## src/dmem_pkg.sv

```systemverilog
// Package with constants and carrier types for the data memory decoder
package dmem_pkg;
    // Register address and system control bit layout
    localparam logic [7:0] SYSCTL_ADDR = 8'hB1;
    localparam logic [7:0] STACK_PTR_ADDR = 8'h81;
    localparam int GLOBAL_DISABLE_BIT = 0;
    localparam int VISIBLE_ACCESS_BIT = 1;
    localparam logic [7:0] SYSCTL_RESERVED_READ = 8'hFF;
    // Internal data space boundaries
    localparam logic [7:0] UPPER_HALF_BASE = 8'h80;
    localparam logic [7:0] BANK_AREA_LAST = 8'h1F;
    localparam logic [7:0] BIT_AREA_BASE = 8'h20;
    localparam logic [7:0] BIT_AREA_LAST = 8'h2F;
    localparam logic [7:0] STACK_RESET = 8'h07;
    localparam int BANK_SEL_LOW_POS = 3;
    localparam int BANK_SEL_HIGH_POS = 4;
    // External data space windows
    localparam logic [7:0] CAN_PAGE = 8'hF7;
    localparam logic [7:0] ONCHIP_XDATA_RAM_PAGE = 8'hFF;
    localparam logic [7:0] XDATA_PAGE_REGISTER_RESET = 8'h00;
    // Target of an internal data access
    typedef enum logic [1:0] {
        TGT_LOWER = 2'b00,
        TGT_UPPER = 2'b01,
        TGT_SFR = 2'b10
    } int_target_t;
    // Target of an external-move access
    typedef enum logic [1:0] {
        XT_EXTERNAL = 2'b00,
        XT_ONCHIP_XDATA_RAM = 2'b01,
        XT_CAN = 2'b10,
        XT_GAP = 2'b11
    } ext_target_t;
    // Internal data access request from the core
    typedef struct packed {
        logic valid;
        logic indirect;
        logic via_pointer;
        logic pointer_sel;
        logic bit_access;
        logic [2:0] reg_index;
        logic reg_access;
        logic [7:0] addr;
    } int_req_t;
    // External-move access request from the core
    typedef struct packed {
        logic valid;
        logic write;
        logic use_data_pointer_16;
        logic pointer_sel;
        logic [15:0] data_pointer_16;
        logic [7:0] wdata;
    } ext_req_t;
endpackage : dmem_pkg

```

## src/data_memory_decode.sv

```systemverilog
// Data space decoder: internal RAM, SPECIAL_FUNCTION_REGISTER, banks, bits and external-move routing
`timescale 1ns/1ps
module data_memory_decode (
    input wire logic i_ref_clk,
    input wire logic i_nrst,
    input wire logic i_has_can,
    input wire dmem_pkg::int_req_t i_int_req,
    input wire dmem_pkg::ext_req_t i_ext_req,
    input wire logic [7:0] i_program_status_word,
    input wire logic i_sfr_wr,
    input wire logic i_sfr_rd,
    input wire logic [7:0] i_sfr_addr,
    input wire logic [7:0] i_sfr_wdata,
    input wire logic i_sp_push,
    input wire logic i_sp_pop,
    input wire logic [7:0] i_ext_rdata,
    input wire logic [7:0] i_p2_latch,
    output logic [7:0] o_sfr_rdata,
    output dmem_pkg::int_target_t o_int_target,
    output logic [7:0] o_int_ram_addr,
    output logic [2:0] o_int_bit_pos,
    output logic o_int_valid,
    output logic [7:0] o_stack_pointer,
    output dmem_pkg::ext_target_t o_ext_target,
    output logic [15:0] o_ext_addr,
    output logic o_ext_valid,
    output logic o_ext_write,
    output logic o_bus_rd_n,
    output logic o_bus_wr_n,
    output logic o_bus_drive,
    output logic [7:0] o_p0_out,
    output logic [7:0] o_p2_out,
    output logic [7:0] o_ext_rdata,
    output logic o_rdata_undefined
);
    // Complete state of the block
    // Every flop of the block lives here so reset and update stay in one place
    typedef struct packed {
        // Control register bits and page register
        logic global_disable;
        logic visible_access;
        logic [7:0] xdata_page_register;
        // Stack, readback and pointer shadows
        logic [7:0] stack_pointer;
        logic [7:0] sfr_rdata;
        logic [7:0] pointer_zero;
        logic [7:0] pointer_one;
        // Internal decode result
        dmem_pkg::int_target_t int_target;
        logic [7:0] int_ram_addr;
        logic [2:0] int_bit_pos;
        logic int_valid;
        // External routing result
        dmem_pkg::ext_target_t ext_target;
        logic [15:0] ext_addr;
        logic ext_valid;
        logic ext_write;
        // External bus pins and read data
        logic bus_rd_n;
        logic bus_wr_n;
        logic bus_drive;
        logic [7:0] p0_out;
        logic [7:0] p2_out;
        logic [7:0] ext_rdata;
        logic rdata_undefined;
    } state_t;

    state_t state_r;
    state_t state_nxt;

    // Decode results and helpers
    logic [1:0] bank_sel;
    logic [7:0] int_addr_eff;
    logic [15:0] ext_eff_addr;
    logic on_chip;
    dmem_pkg::int_target_t int_target_w;
    logic [7:0] int_ram_w;
    logic [2:0] int_bit_w;
    dmem_pkg::ext_target_t ext_target_w;
    logic bus_cycle;
    logic ext_read_done;
    // SPECIAL_FUNCTION_REGISTER address decode strobes
    logic sysctl_wr;
    logic sysctl_rd;
    logic sp_wr;
    logic page_wr;

    // Active bank from the status word
    // Bank select is read live, so a status word change applies to the next access
    assign bank_sel = {i_program_status_word[dmem_pkg::BANK_SEL_HIGH_POS],
                       i_program_status_word[dmem_pkg::BANK_SEL_LOW_POS]};

    // Pointer register value replaces the address when via_pointer is set
    // Only the two lowest bank registers can serve as pointers
    assign int_addr_eff = !i_int_req.via_pointer ? i_int_req.addr :
                          (i_int_req.pointer_sel ? state_r.pointer_one : state_r.pointer_zero);

    // Effective external address: 16-bit pointer or page plus pointer register
    // The page register supplies the high byte for 8-bit pointer moves
    assign ext_eff_addr = i_ext_req.use_data_pointer_16 ? i_ext_req.data_pointer_16 :
                          {state_r.xdata_page_register, (i_ext_req.pointer_sel ? state_r.pointer_one
                                                                : state_r.pointer_zero)};

    // Internal space decoder: bank, bit and block selection
    int_addr_decode u_int_addr_decode (
        .i_addr(int_addr_eff),
        .i_indirect(i_int_req.indirect),
        .i_bank(bank_sel),
        .i_reg_index(i_int_req.reg_index),
        .i_reg_access(i_int_req.reg_access),
        .i_bit_access(i_int_req.bit_access),
        .o_target(int_target_w),
        .o_ram_addr(int_ram_w),
        .o_bit_pos(int_bit_w)
    );

    // External-move window decoder on the effective address
    ext_addr_decode u_ext_addr_decode (
        .i_addr(ext_eff_addr),
        .i_global_disable(state_r.global_disable),
        .i_has_can(i_has_can),
        .o_target(ext_target_w)
    );

    // On-chip targets are the ONCHIP_XDATA_RAM and CAN windows; the gap counts as neither
    assign on_chip = (ext_target_w == dmem_pkg::XT_ONCHIP_XDATA_RAM) || (ext_target_w == dmem_pkg::XT_CAN);
    // Bus cycle for every off-chip move, and for on-chip ones only when made visible
    assign bus_cycle = (ext_target_w == dmem_pkg::XT_EXTERNAL) || (on_chip && state_r.visible_access);

    // Off-chip read data is captured while the read strobe is low, the cycle after the request
    assign ext_read_done = state_r.ext_valid && !state_r.ext_write && (state_r.ext_target == dmem_pkg::XT_EXTERNAL);

    // Decode of the SPECIAL_FUNCTION_REGISTER addresses served here
    always_comb begin
        sysctl_wr = 1'b0;
        sysctl_rd = 1'b0;
        sp_wr = 1'b0;
        page_wr = 1'b0;
        if (i_sfr_addr == dmem_pkg::SYSCTL_ADDR) begin
            // Control register
            sysctl_wr = i_sfr_wr;
            sysctl_rd = i_sfr_rd;
        end else if (i_sfr_addr == dmem_pkg::STACK_PTR_ADDR) begin
            // Stack pointer
            sp_wr = i_sfr_wr;
        end else if (i_sfr_addr == i_p2_latch) begin
            // Port 2 latch, which also loads the page
            page_wr = i_sfr_wr;
        end
    end

    // Next-state logic
    always_comb begin
        state_nxt = state_r;
        // Pulses and strobes drop back to idle unless an access refreshes them
        state_nxt.int_valid = 1'b0;
        state_nxt.ext_valid = 1'b0;
        state_nxt.bus_rd_n = 1'b1;
        state_nxt.bus_wr_n = 1'b1;
        state_nxt.bus_drive = 1'b0;
        state_nxt.rdata_undefined = 1'b0;

        // Control register writes
        // The disable bit can only fall here; a stray write of one never
        // raises it again, so only reset switches the on-chip windows off
        if (sysctl_wr) begin
            state_nxt.visible_access = i_sfr_wdata[dmem_pkg::VISIBLE_ACCESS_BIT];
            if (!i_sfr_wdata[dmem_pkg::GLOBAL_DISABLE_BIT]) begin
                state_nxt.global_disable = 1'b0;
            end
        end

        // Page register tracks port 2 writes
        // A port 2 write also moves the page so that an 8-bit pointer move
        // to an off-chip page cannot land in the on-chip windows by accident
        if (page_wr) begin
            state_nxt.xdata_page_register = i_sfr_wdata;
        end

        // Control register readback, reserved bits undefined (read as ones)
        // Disable and visible bits read back live; all other bits read as ones
        if (sysctl_rd) begin
            state_nxt.sfr_rdata = dmem_pkg::SYSCTL_RESERVED_READ;
            state_nxt.sfr_rdata[dmem_pkg::GLOBAL_DISABLE_BIT] = state_r.global_disable;
            state_nxt.sfr_rdata[dmem_pkg::VISIBLE_ACCESS_BIT] = state_r.visible_access;
        end

        // Stack pointer moves anywhere across the 256-byte space
        // Push and pop wrap modulo 256; a software write overrides both strobes
        if (sp_wr) begin
            state_nxt.stack_pointer = i_sfr_wdata;
        end else if (i_sp_push && !i_sp_pop) begin
            state_nxt.stack_pointer = state_r.stack_pointer + 8'h01;
        end else if (i_sp_pop && !i_sp_push) begin
            state_nxt.stack_pointer = state_r.stack_pointer - 8'h01;
        end

        // Internal access decode into three distinct blocks
        if (i_int_req.valid) begin
            // Decode is registered, so the answer follows one cycle after the request
            state_nxt.int_valid = 1'b1;
            state_nxt.int_target = int_target_w;
            state_nxt.int_ram_addr = int_ram_w;
            state_nxt.int_bit_pos = int_bit_w;
            // Pointer register shadows follow writes to the active bank slots
            // Shadows let indirect moves use a pointer without a RAM read
            if (i_int_req.reg_access && i_int_req.reg_index == 3'h0 && i_sfr_wr) begin
                state_nxt.pointer_zero = i_sfr_wdata;
            end
            if (i_int_req.reg_access && i_int_req.reg_index == 3'h1 && i_sfr_wr) begin
                state_nxt.pointer_one = i_sfr_wdata;
            end
        end

        // External-move access: routing fixed at its start
        // The target is latched with the request, so a control write in the same
        // cycle only affects the next move, never one already under way
        if (i_ext_req.valid) begin
            state_nxt.ext_valid = 1'b1;
            state_nxt.ext_write = i_ext_req.write;
            state_nxt.ext_target = ext_target_w;
            state_nxt.ext_addr = ext_eff_addr;
            // Gap accesses have no memory behind them, so the data is flagged undefined
            state_nxt.rdata_undefined = (ext_target_w == dmem_pkg::XT_GAP);
            if (bus_cycle) begin
                state_nxt.bus_rd_n = i_ext_req.write;
                state_nxt.bus_wr_n = !i_ext_req.write;
                state_nxt.bus_drive = 1'b1;
                state_nxt.p0_out = i_ext_req.write ? i_ext_req.wdata : ext_eff_addr[7:0];
                state_nxt.p2_out = ext_eff_addr[15:8];
            end else begin
                // Hidden on-chip or gap move: pins keep their port function
                state_nxt.bus_rd_n = 1'b1;
                state_nxt.bus_wr_n = 1'b1;
            end
        end

        // Capture external read data
        if (ext_read_done) begin
            state_nxt.ext_rdata = i_ext_rdata;
        end
    end

    // State register
    // Reset leaves the on-chip windows disabled and the stack below bank 1
    always_ff @(posedge i_ref_clk or negedge i_nrst) begin
        if (!i_nrst) begin
            // Strobes idle high; everything else starts from its constant
            state_r <= '0;
            state_r.global_disable <= 1'b1;
            state_r.stack_pointer <= dmem_pkg::STACK_RESET;
            state_r.xdata_page_register <= dmem_pkg::XDATA_PAGE_REGISTER_RESET;
            state_r.bus_rd_n <= 1'b1;
            state_r.bus_wr_n <= 1'b1;
        end else begin
            state_r <= state_nxt;
        end
    end

    // Outputs straight from the state register
    assign o_sfr_rdata = state_r.sfr_rdata;
    assign o_int_target = state_r.int_target;
    assign o_int_ram_addr = state_r.int_ram_addr;
    assign o_int_bit_pos = state_r.int_bit_pos;
    assign o_int_valid = state_r.int_valid;
    assign o_stack_pointer = state_r.stack_pointer;

    // External routing outputs
    assign o_ext_target = state_r.ext_target;
    assign o_ext_addr = state_r.ext_addr;
    assign o_ext_valid = state_r.ext_valid;
    assign o_ext_write = state_r.ext_write;

    // Bus pin outputs
    assign o_bus_rd_n = state_r.bus_rd_n;
    assign o_bus_wr_n = state_r.bus_wr_n;
    assign o_bus_drive = state_r.bus_drive;
    assign o_p0_out = state_r.p0_out;
    assign o_p2_out = state_r.p2_out;
    assign o_ext_rdata = state_r.ext_rdata;
    assign o_rdata_undefined = state_r.rdata_undefined;
endmodule // data_memory_decode

```

## src/int_addr_decode.sv

```systemverilog
// Combinational decode of internal data space addresses
`timescale 1ns/1ps
module int_addr_decode (
    input wire logic [7:0] i_addr,
    input wire logic i_indirect,
    input wire logic [1:0] i_bank,
    input wire logic [2:0] i_reg_index,
    input wire logic i_reg_access,
    input wire logic i_bit_access,
    output dmem_pkg::int_target_t o_target,
    output logic [7:0] o_ram_addr,
    output logic [2:0] o_bit_pos
);
    // Register, bit and byte address forming
    always_comb begin
        o_bit_pos = 3'h0;
        if (i_reg_access) begin
            o_ram_addr = {3'h0, i_bank, i_reg_index};
        end else if (i_bit_access && !i_addr[7]) begin
            o_ram_addr = dmem_pkg::BIT_AREA_BASE | {4'h0, i_addr[6:3]};
            o_bit_pos = i_addr[2:0];
        end else begin
            o_ram_addr = i_addr;
        end
        if (o_ram_addr < dmem_pkg::UPPER_HALF_BASE) begin
            o_target = dmem_pkg::TGT_LOWER;
        end else if (i_indirect) begin
            o_target = dmem_pkg::TGT_UPPER;
        end else begin
            o_target = dmem_pkg::TGT_SFR;
        end
    end
endmodule // int_addr_decode

```

## src/ext_addr_decode.sv

```systemverilog
// Combinational routing of external-move effective addresses
`timescale 1ns/1ps
module ext_addr_decode (
    input wire logic [15:0] i_addr,
    input wire logic i_global_disable,
    input wire logic i_has_can,
    output dmem_pkg::ext_target_t o_target
);
    // Window decode on the high byte of the 16-bit address
    always_comb begin
        if (i_global_disable) begin
            o_target = dmem_pkg::XT_EXTERNAL;
        end else if (i_addr[15:8] == dmem_pkg::ONCHIP_XDATA_RAM_PAGE) begin
            o_target = dmem_pkg::XT_ONCHIP_XDATA_RAM;
        end else if (i_addr[15:8] == dmem_pkg::CAN_PAGE) begin
            o_target = i_has_can ? dmem_pkg::XT_CAN : dmem_pkg::XT_GAP;
        end else if (i_addr[15:8] > dmem_pkg::CAN_PAGE) begin
            o_target = dmem_pkg::XT_GAP;
        end else begin
            o_target = dmem_pkg::XT_EXTERNAL;
        end
    end
endmodule // ext_addr_decode

```

## config.mk

```make
export PLATFORM = sky130hd
export DESIGN_NAME = data_memory_decode
export DESIGN_NICKNAME = d
export VERILOG_FILES = /design/src/dmem_pkg.sv /design/src/data_memory_decode.sv /design/src/int_addr_decode.sv /design/src/ext_addr_decode.sv
export SDC_FILE = /design/constraint.sdc
export NUM_CORES = 1
export LEC_CHECK = 0
export BUFFER_PORTS_ARGS = -buffer_cell sky130_fd_sc_hd__buf_2
export CAP_MARGIN = 30
export CORE_ASPECT_RATIO = 1.25
export CORE_MARGIN = 5
export CORE_UTILIZATION = 52
export CTS_CLUSTER_SIZE = 10
export DETAILED_ROUTE_END_ITERATION = 6
export HOLD_SLACK_MARGIN = 0.06
export PLACE_DENSITY_LB_ADDON = 0.05
export SLEW_MARGIN = 20
export SYNTH_ARGS = -nofsm -noshare
export SYNTH_HDL_FRONTEND = slang
export SYNTH_SLANG_ARGS = --single-unit
```

## constraint.sdc

```tcl
create_clock -name i_ref_clk -period 2.5 [get_ports i_ref_clk]
set_input_delay 0.25 -clock i_ref_clk [delete_from_list [all_inputs] [get_ports i_ref_clk]]
set_output_delay 0.25 -clock i_ref_clk [all_outputs]
set_load 0.005 [all_outputs]
```

==> summary.md <==
| Metric | Value |
|---|---|
| Busiest grt layer | met2 |
| CTS Root Cell | clkbuf_16 |
| Relative slew slack | 54.91% |
| Post-Synthesis Net Count | 616 |
| Simple-gate share of the synthesized area | 10.77% |
| Synthesized cell area | 5439 um^2 |
| Worst-path fanout max | 34 |
| Port Buffers | 163 |
| Syn-to-layout area delta | 13.43% |
| P_sw | 0.001396 W |
| Met2 Resource Use GR | 30.86% |
| Initial antenna violation count | 0 |
| Antenna cells | 0 |
| Fin crit share | 89.69% |
| Placed Cells | 724 |
| Critical path endpoint category | flip-flop |
| Core region area | 10160 um^2 |
| Adder-Cell Fraction of Synth Area | 2.208% |
| Grt ovf | 0 |
| First-pass GRT wire length | 19.14 mm |
| Post-Syn Area per Cell | 10.56 um^2 |
| Post-Layout Cell Count | 741 |
| CP Data Arrival Time | 2.51 ns |
| CP Class | flip-flop to flip-flop |
| Power per cell area | 745.1 nW/um^2 |
| Largest net degree at the start of global routing | 100 |
| Final Hold Vio Count | 0 |
| Synth cell types | 47 |
| Type of the worst min-delay path | input pin to flip-flop |
| Max-cap viol count | 0 |
| # setup viols final | 0 |
| RD Place Congestion | 0.8695 |
| Area leader, netlist | dfrtp_1 |
| LEAKAGE | 3.042 nW |
| XOR/XNOR Fraction of Synth Area | 2.576% |
| Critical Path Slowest Stage Cell | dfrtp_1 |
| Seq pwr share | 44.3% |
| DRT antenna net count | 0 |
| Final WL | 11.80 mm |
| Most common cell after layout, fill and taps aside | buf_2 |
| Skew final | 0.01008 ns |
| Final HPWL DP | 9.038 mm |
| Switching part of the total | 30.36% |
| CTS-repair resized insts | 0 |
| Area share of the largest cell type after synthesis | 42.79% |
| Status | finished clean |
| Yosys Warn Count | 0 |
| Clk sink count | 99 |
| Die Y | 124.3 um |
| Residual DRC | 0 |
| H-tree Lvls | 3 |
| Iter 0 DRT Violations | 102 |
| Most frequent cells in the layout | buf_2 (162), dfrtp_1 (93), nand2_1 (48), mux2_2 (48), o21ai_0 (39) |
| Overall Power | 0.004597 W |
| CP top delay family | simple AND/OR/NAND/NOR gates |
| Multiplexer area fraction after synthesis | 16.22% |
| Slowest stage delay, CP | 0.37 ns |
| CTS Buffer Depth | 2 |
| WL per Instance | 15.92 um |
| GRT met3 Usage | 4.650% |
| RSZ-0062 raised after global routing | false |
| Vias in the first global route | 3853 |
| Reg clk slew, reported paths | 0.07 ns |
| Vias/cell | 5.165 |
| Detailed-router iteration count before antenna repair | 4 |
| Cell-by-cell trace of the critical path | nor2b_1 > nand4_1 > a21oi_1 > a21boi_1 > inv_1 > ha_1 > a21o_1 > nand2_1 > buf_12 > or2_2 |
| Dominant cells by area after synthesis | dfrtp_1 (43%), buf_4 (10%), mux2_2 (9.9%) |
| Ys flop type | dfrtp_1 |
| FMAX | 446.0 MHz |
| Vias after detailed routing | 3827 |
| Critical Path Start Type | flip-flop |
| Share of cells above drive strength 1 | 40.69% |
| WP data required | 2.77 ns |
| Fillcell total | 856 |
| Initial Utilization | 53.55% |
| Synthesized flop and latch total | 99 |
| WP buf/inv | 2 |
| Asr flop ratio synth | 100.0% |
| Total die area | 12620 um^2 |
| TritonCTS Buffers | 9 |
| Gate power share | 27.4% |
| Internal power | 0.003201 W |
| Met1 GRT Util | 25.44% |
| I/O pin total | 170 |
| Skew-Pair Late Insertion Delay | 0.34 ns |
| Worst-Margin Slew | 0.6763 ns |
| Sequential fraction of the synthesis area | 45.69% |
| Synth Instances | 515 |
| Overall routing resource usage | 19.07% |
| Die Wd | 101.5 um |
| Sum of negative setup slack | 0 ns |
| # Post-CTS Setup Buffers | 0 |
| Clock power frac | 28.3% |
| Min Tclk post-route | 2.242 ns |
| CTS tree | yes |
| Final Max Slew Viols | 0 |
| Final net count | 708 |
| Max IR drop VDD | 0.0005725 V |
| Main combinational cell family by area after synthesis | multiplexers |
| Synth Area in Compound Gates | 10.17% |
| Row count | 41 |
| Number of synthesized flops with an enable pin | 0 |
## synth_stat cells (4+ instances only)
library cell,count
nor2_1,21
nor2b_1,4
ha_1,8
nand2_1,48
mux2_2,48
dfstp_2,6
dfrtp_1,93
o21ai_0,39
inv_1,17
nand3b_1,4
xnor2_1,14
and2_1,5
buf_4,73
nand2b_1,6
clkbuf_1,14
o22ai_1,5
a21oi_1,25
mux2i_1,33
nand3_1,9
## path summary, 6_finish.rpt
kind | from | to | slack (ns) | depth (start not counted)
min reg2reg | state_r[103] | state_r[103] | 0.47 | 1
max reg2reg | state_r[99] | o_bus_rd_n | 0.26 | 10
max | state_r[99] | o_bus_rd_n | 0.26 | 10
min | i_int_req[15] | o_int_target[1] | 0.09 | 2
max in group asynchronous | i_nrst | o_bus_wr_n | 1.59 | 3
min in group asynchronous | i_nrst | o_p2_out[1] | 0.50 | 3
## worst register-to-register path, stage by stage (launching register included)
cell      delay [ns]
dfrtp_1         0.37
nor2b_1         0.20
nand4_1         0.12
a21oi_1         0.20
a21boi_1        0.28
inv_1           0.07
ha_1            0.27
a21o_1          0.10
nand2_1         0.08
buf_12          0.21
or2_2           0.28
## metal layers
| layer | routed length, um | share of wire (%) | up-vias |
|---|---|---|---|
| met4 | 115 | 0.97 | 0 |
| li1 | - | - | 1894 |
| met1 | 5011 | 42 | 1798 |
| met2 | 5855 | 50 | 127 |
| met5 | 0 | 0 | - |
| met3 | 813 | 6.9 | 8 |
## logic make-up (layout without fill, tap and decap cells)
group | after synthesis | count (layout)
adders and majority gates | 9 | 9
xor gates and xnor gates | 16 | 16
and+or+nand+nor | 112 | 112
DFF | 99 | 99
buffers and inverters | 106 | 203
muxes | 82 | 82
AOI/OAI and AO/OA | 91 | 91
## power groups by stage
| stage | Clock (W) | Combinational, W | Sequential, W |
|---|---|---|---|
| CTS | 0.00133 | 0.00128 | 0.00204 |
| finish | 0.00130 | 0.00126 | 0.00204 |
| global route | 0.00141 | 0.00141 | 0.00208 |
| global placement | 0 | 0.00124 | 0.00206 |
| floorplan | 0 | 0.00105 | 0.00202 |
| detailed placement | 0 | 0.00127 | 0.00207 |
## stage by stage
stage	hold WS (ns)	cell area (um^2)	setup WS, ns	utilization [%]
after floorplan	-0.04559	5439	0.3342	-
after global placement	0.3535	5879	0.1868	57.88
after detailed placement	0.3542	5879	0.1271	57.88
after CTS	0.07775	6170	0.2378	60.74
after global routing	0.09496	6170	0.1404	60.74
final	0.09095	6170	0.2576	60.74
## repair_timing
| item | in CTS | in global routing |
|---|---|---|
| endpoints found under the hold margin | 93 | 0 |
| hold buffers | 1 | 0 |
| setup endpoints to repair | 0 | 0 |
## registers in the layout (all words and copies together), names as in the netlist, 2 cells and up
signal,count
o_ext_addr,16
o_ext_rdata,8
o_ext_target,2
o_int_bit_pos,3
o_int_ram_addr,8
o_int_target,2
o_p0_out,8
o_p2_out,8
o_sfr_rdata,3
o_stack_pointer,8
state_r,26
## final cells by class
class / count / area, um^2 / share of cell area (%)
flip-flops and latches: 99 / 2485 / 40.28
inverters: 17 / 63.81 / 1.034
clock inverters: 6 / 41.29 / 0.6692
multi-input cells: 310 / 2281 / 36.97
repair buffers: 170 / 898.4 / 14.56
clock buffers: 10 / 239.0 / 3.873
well taps: 129 / 161.4 / 2.616
(Power assumes the default switching activity.)
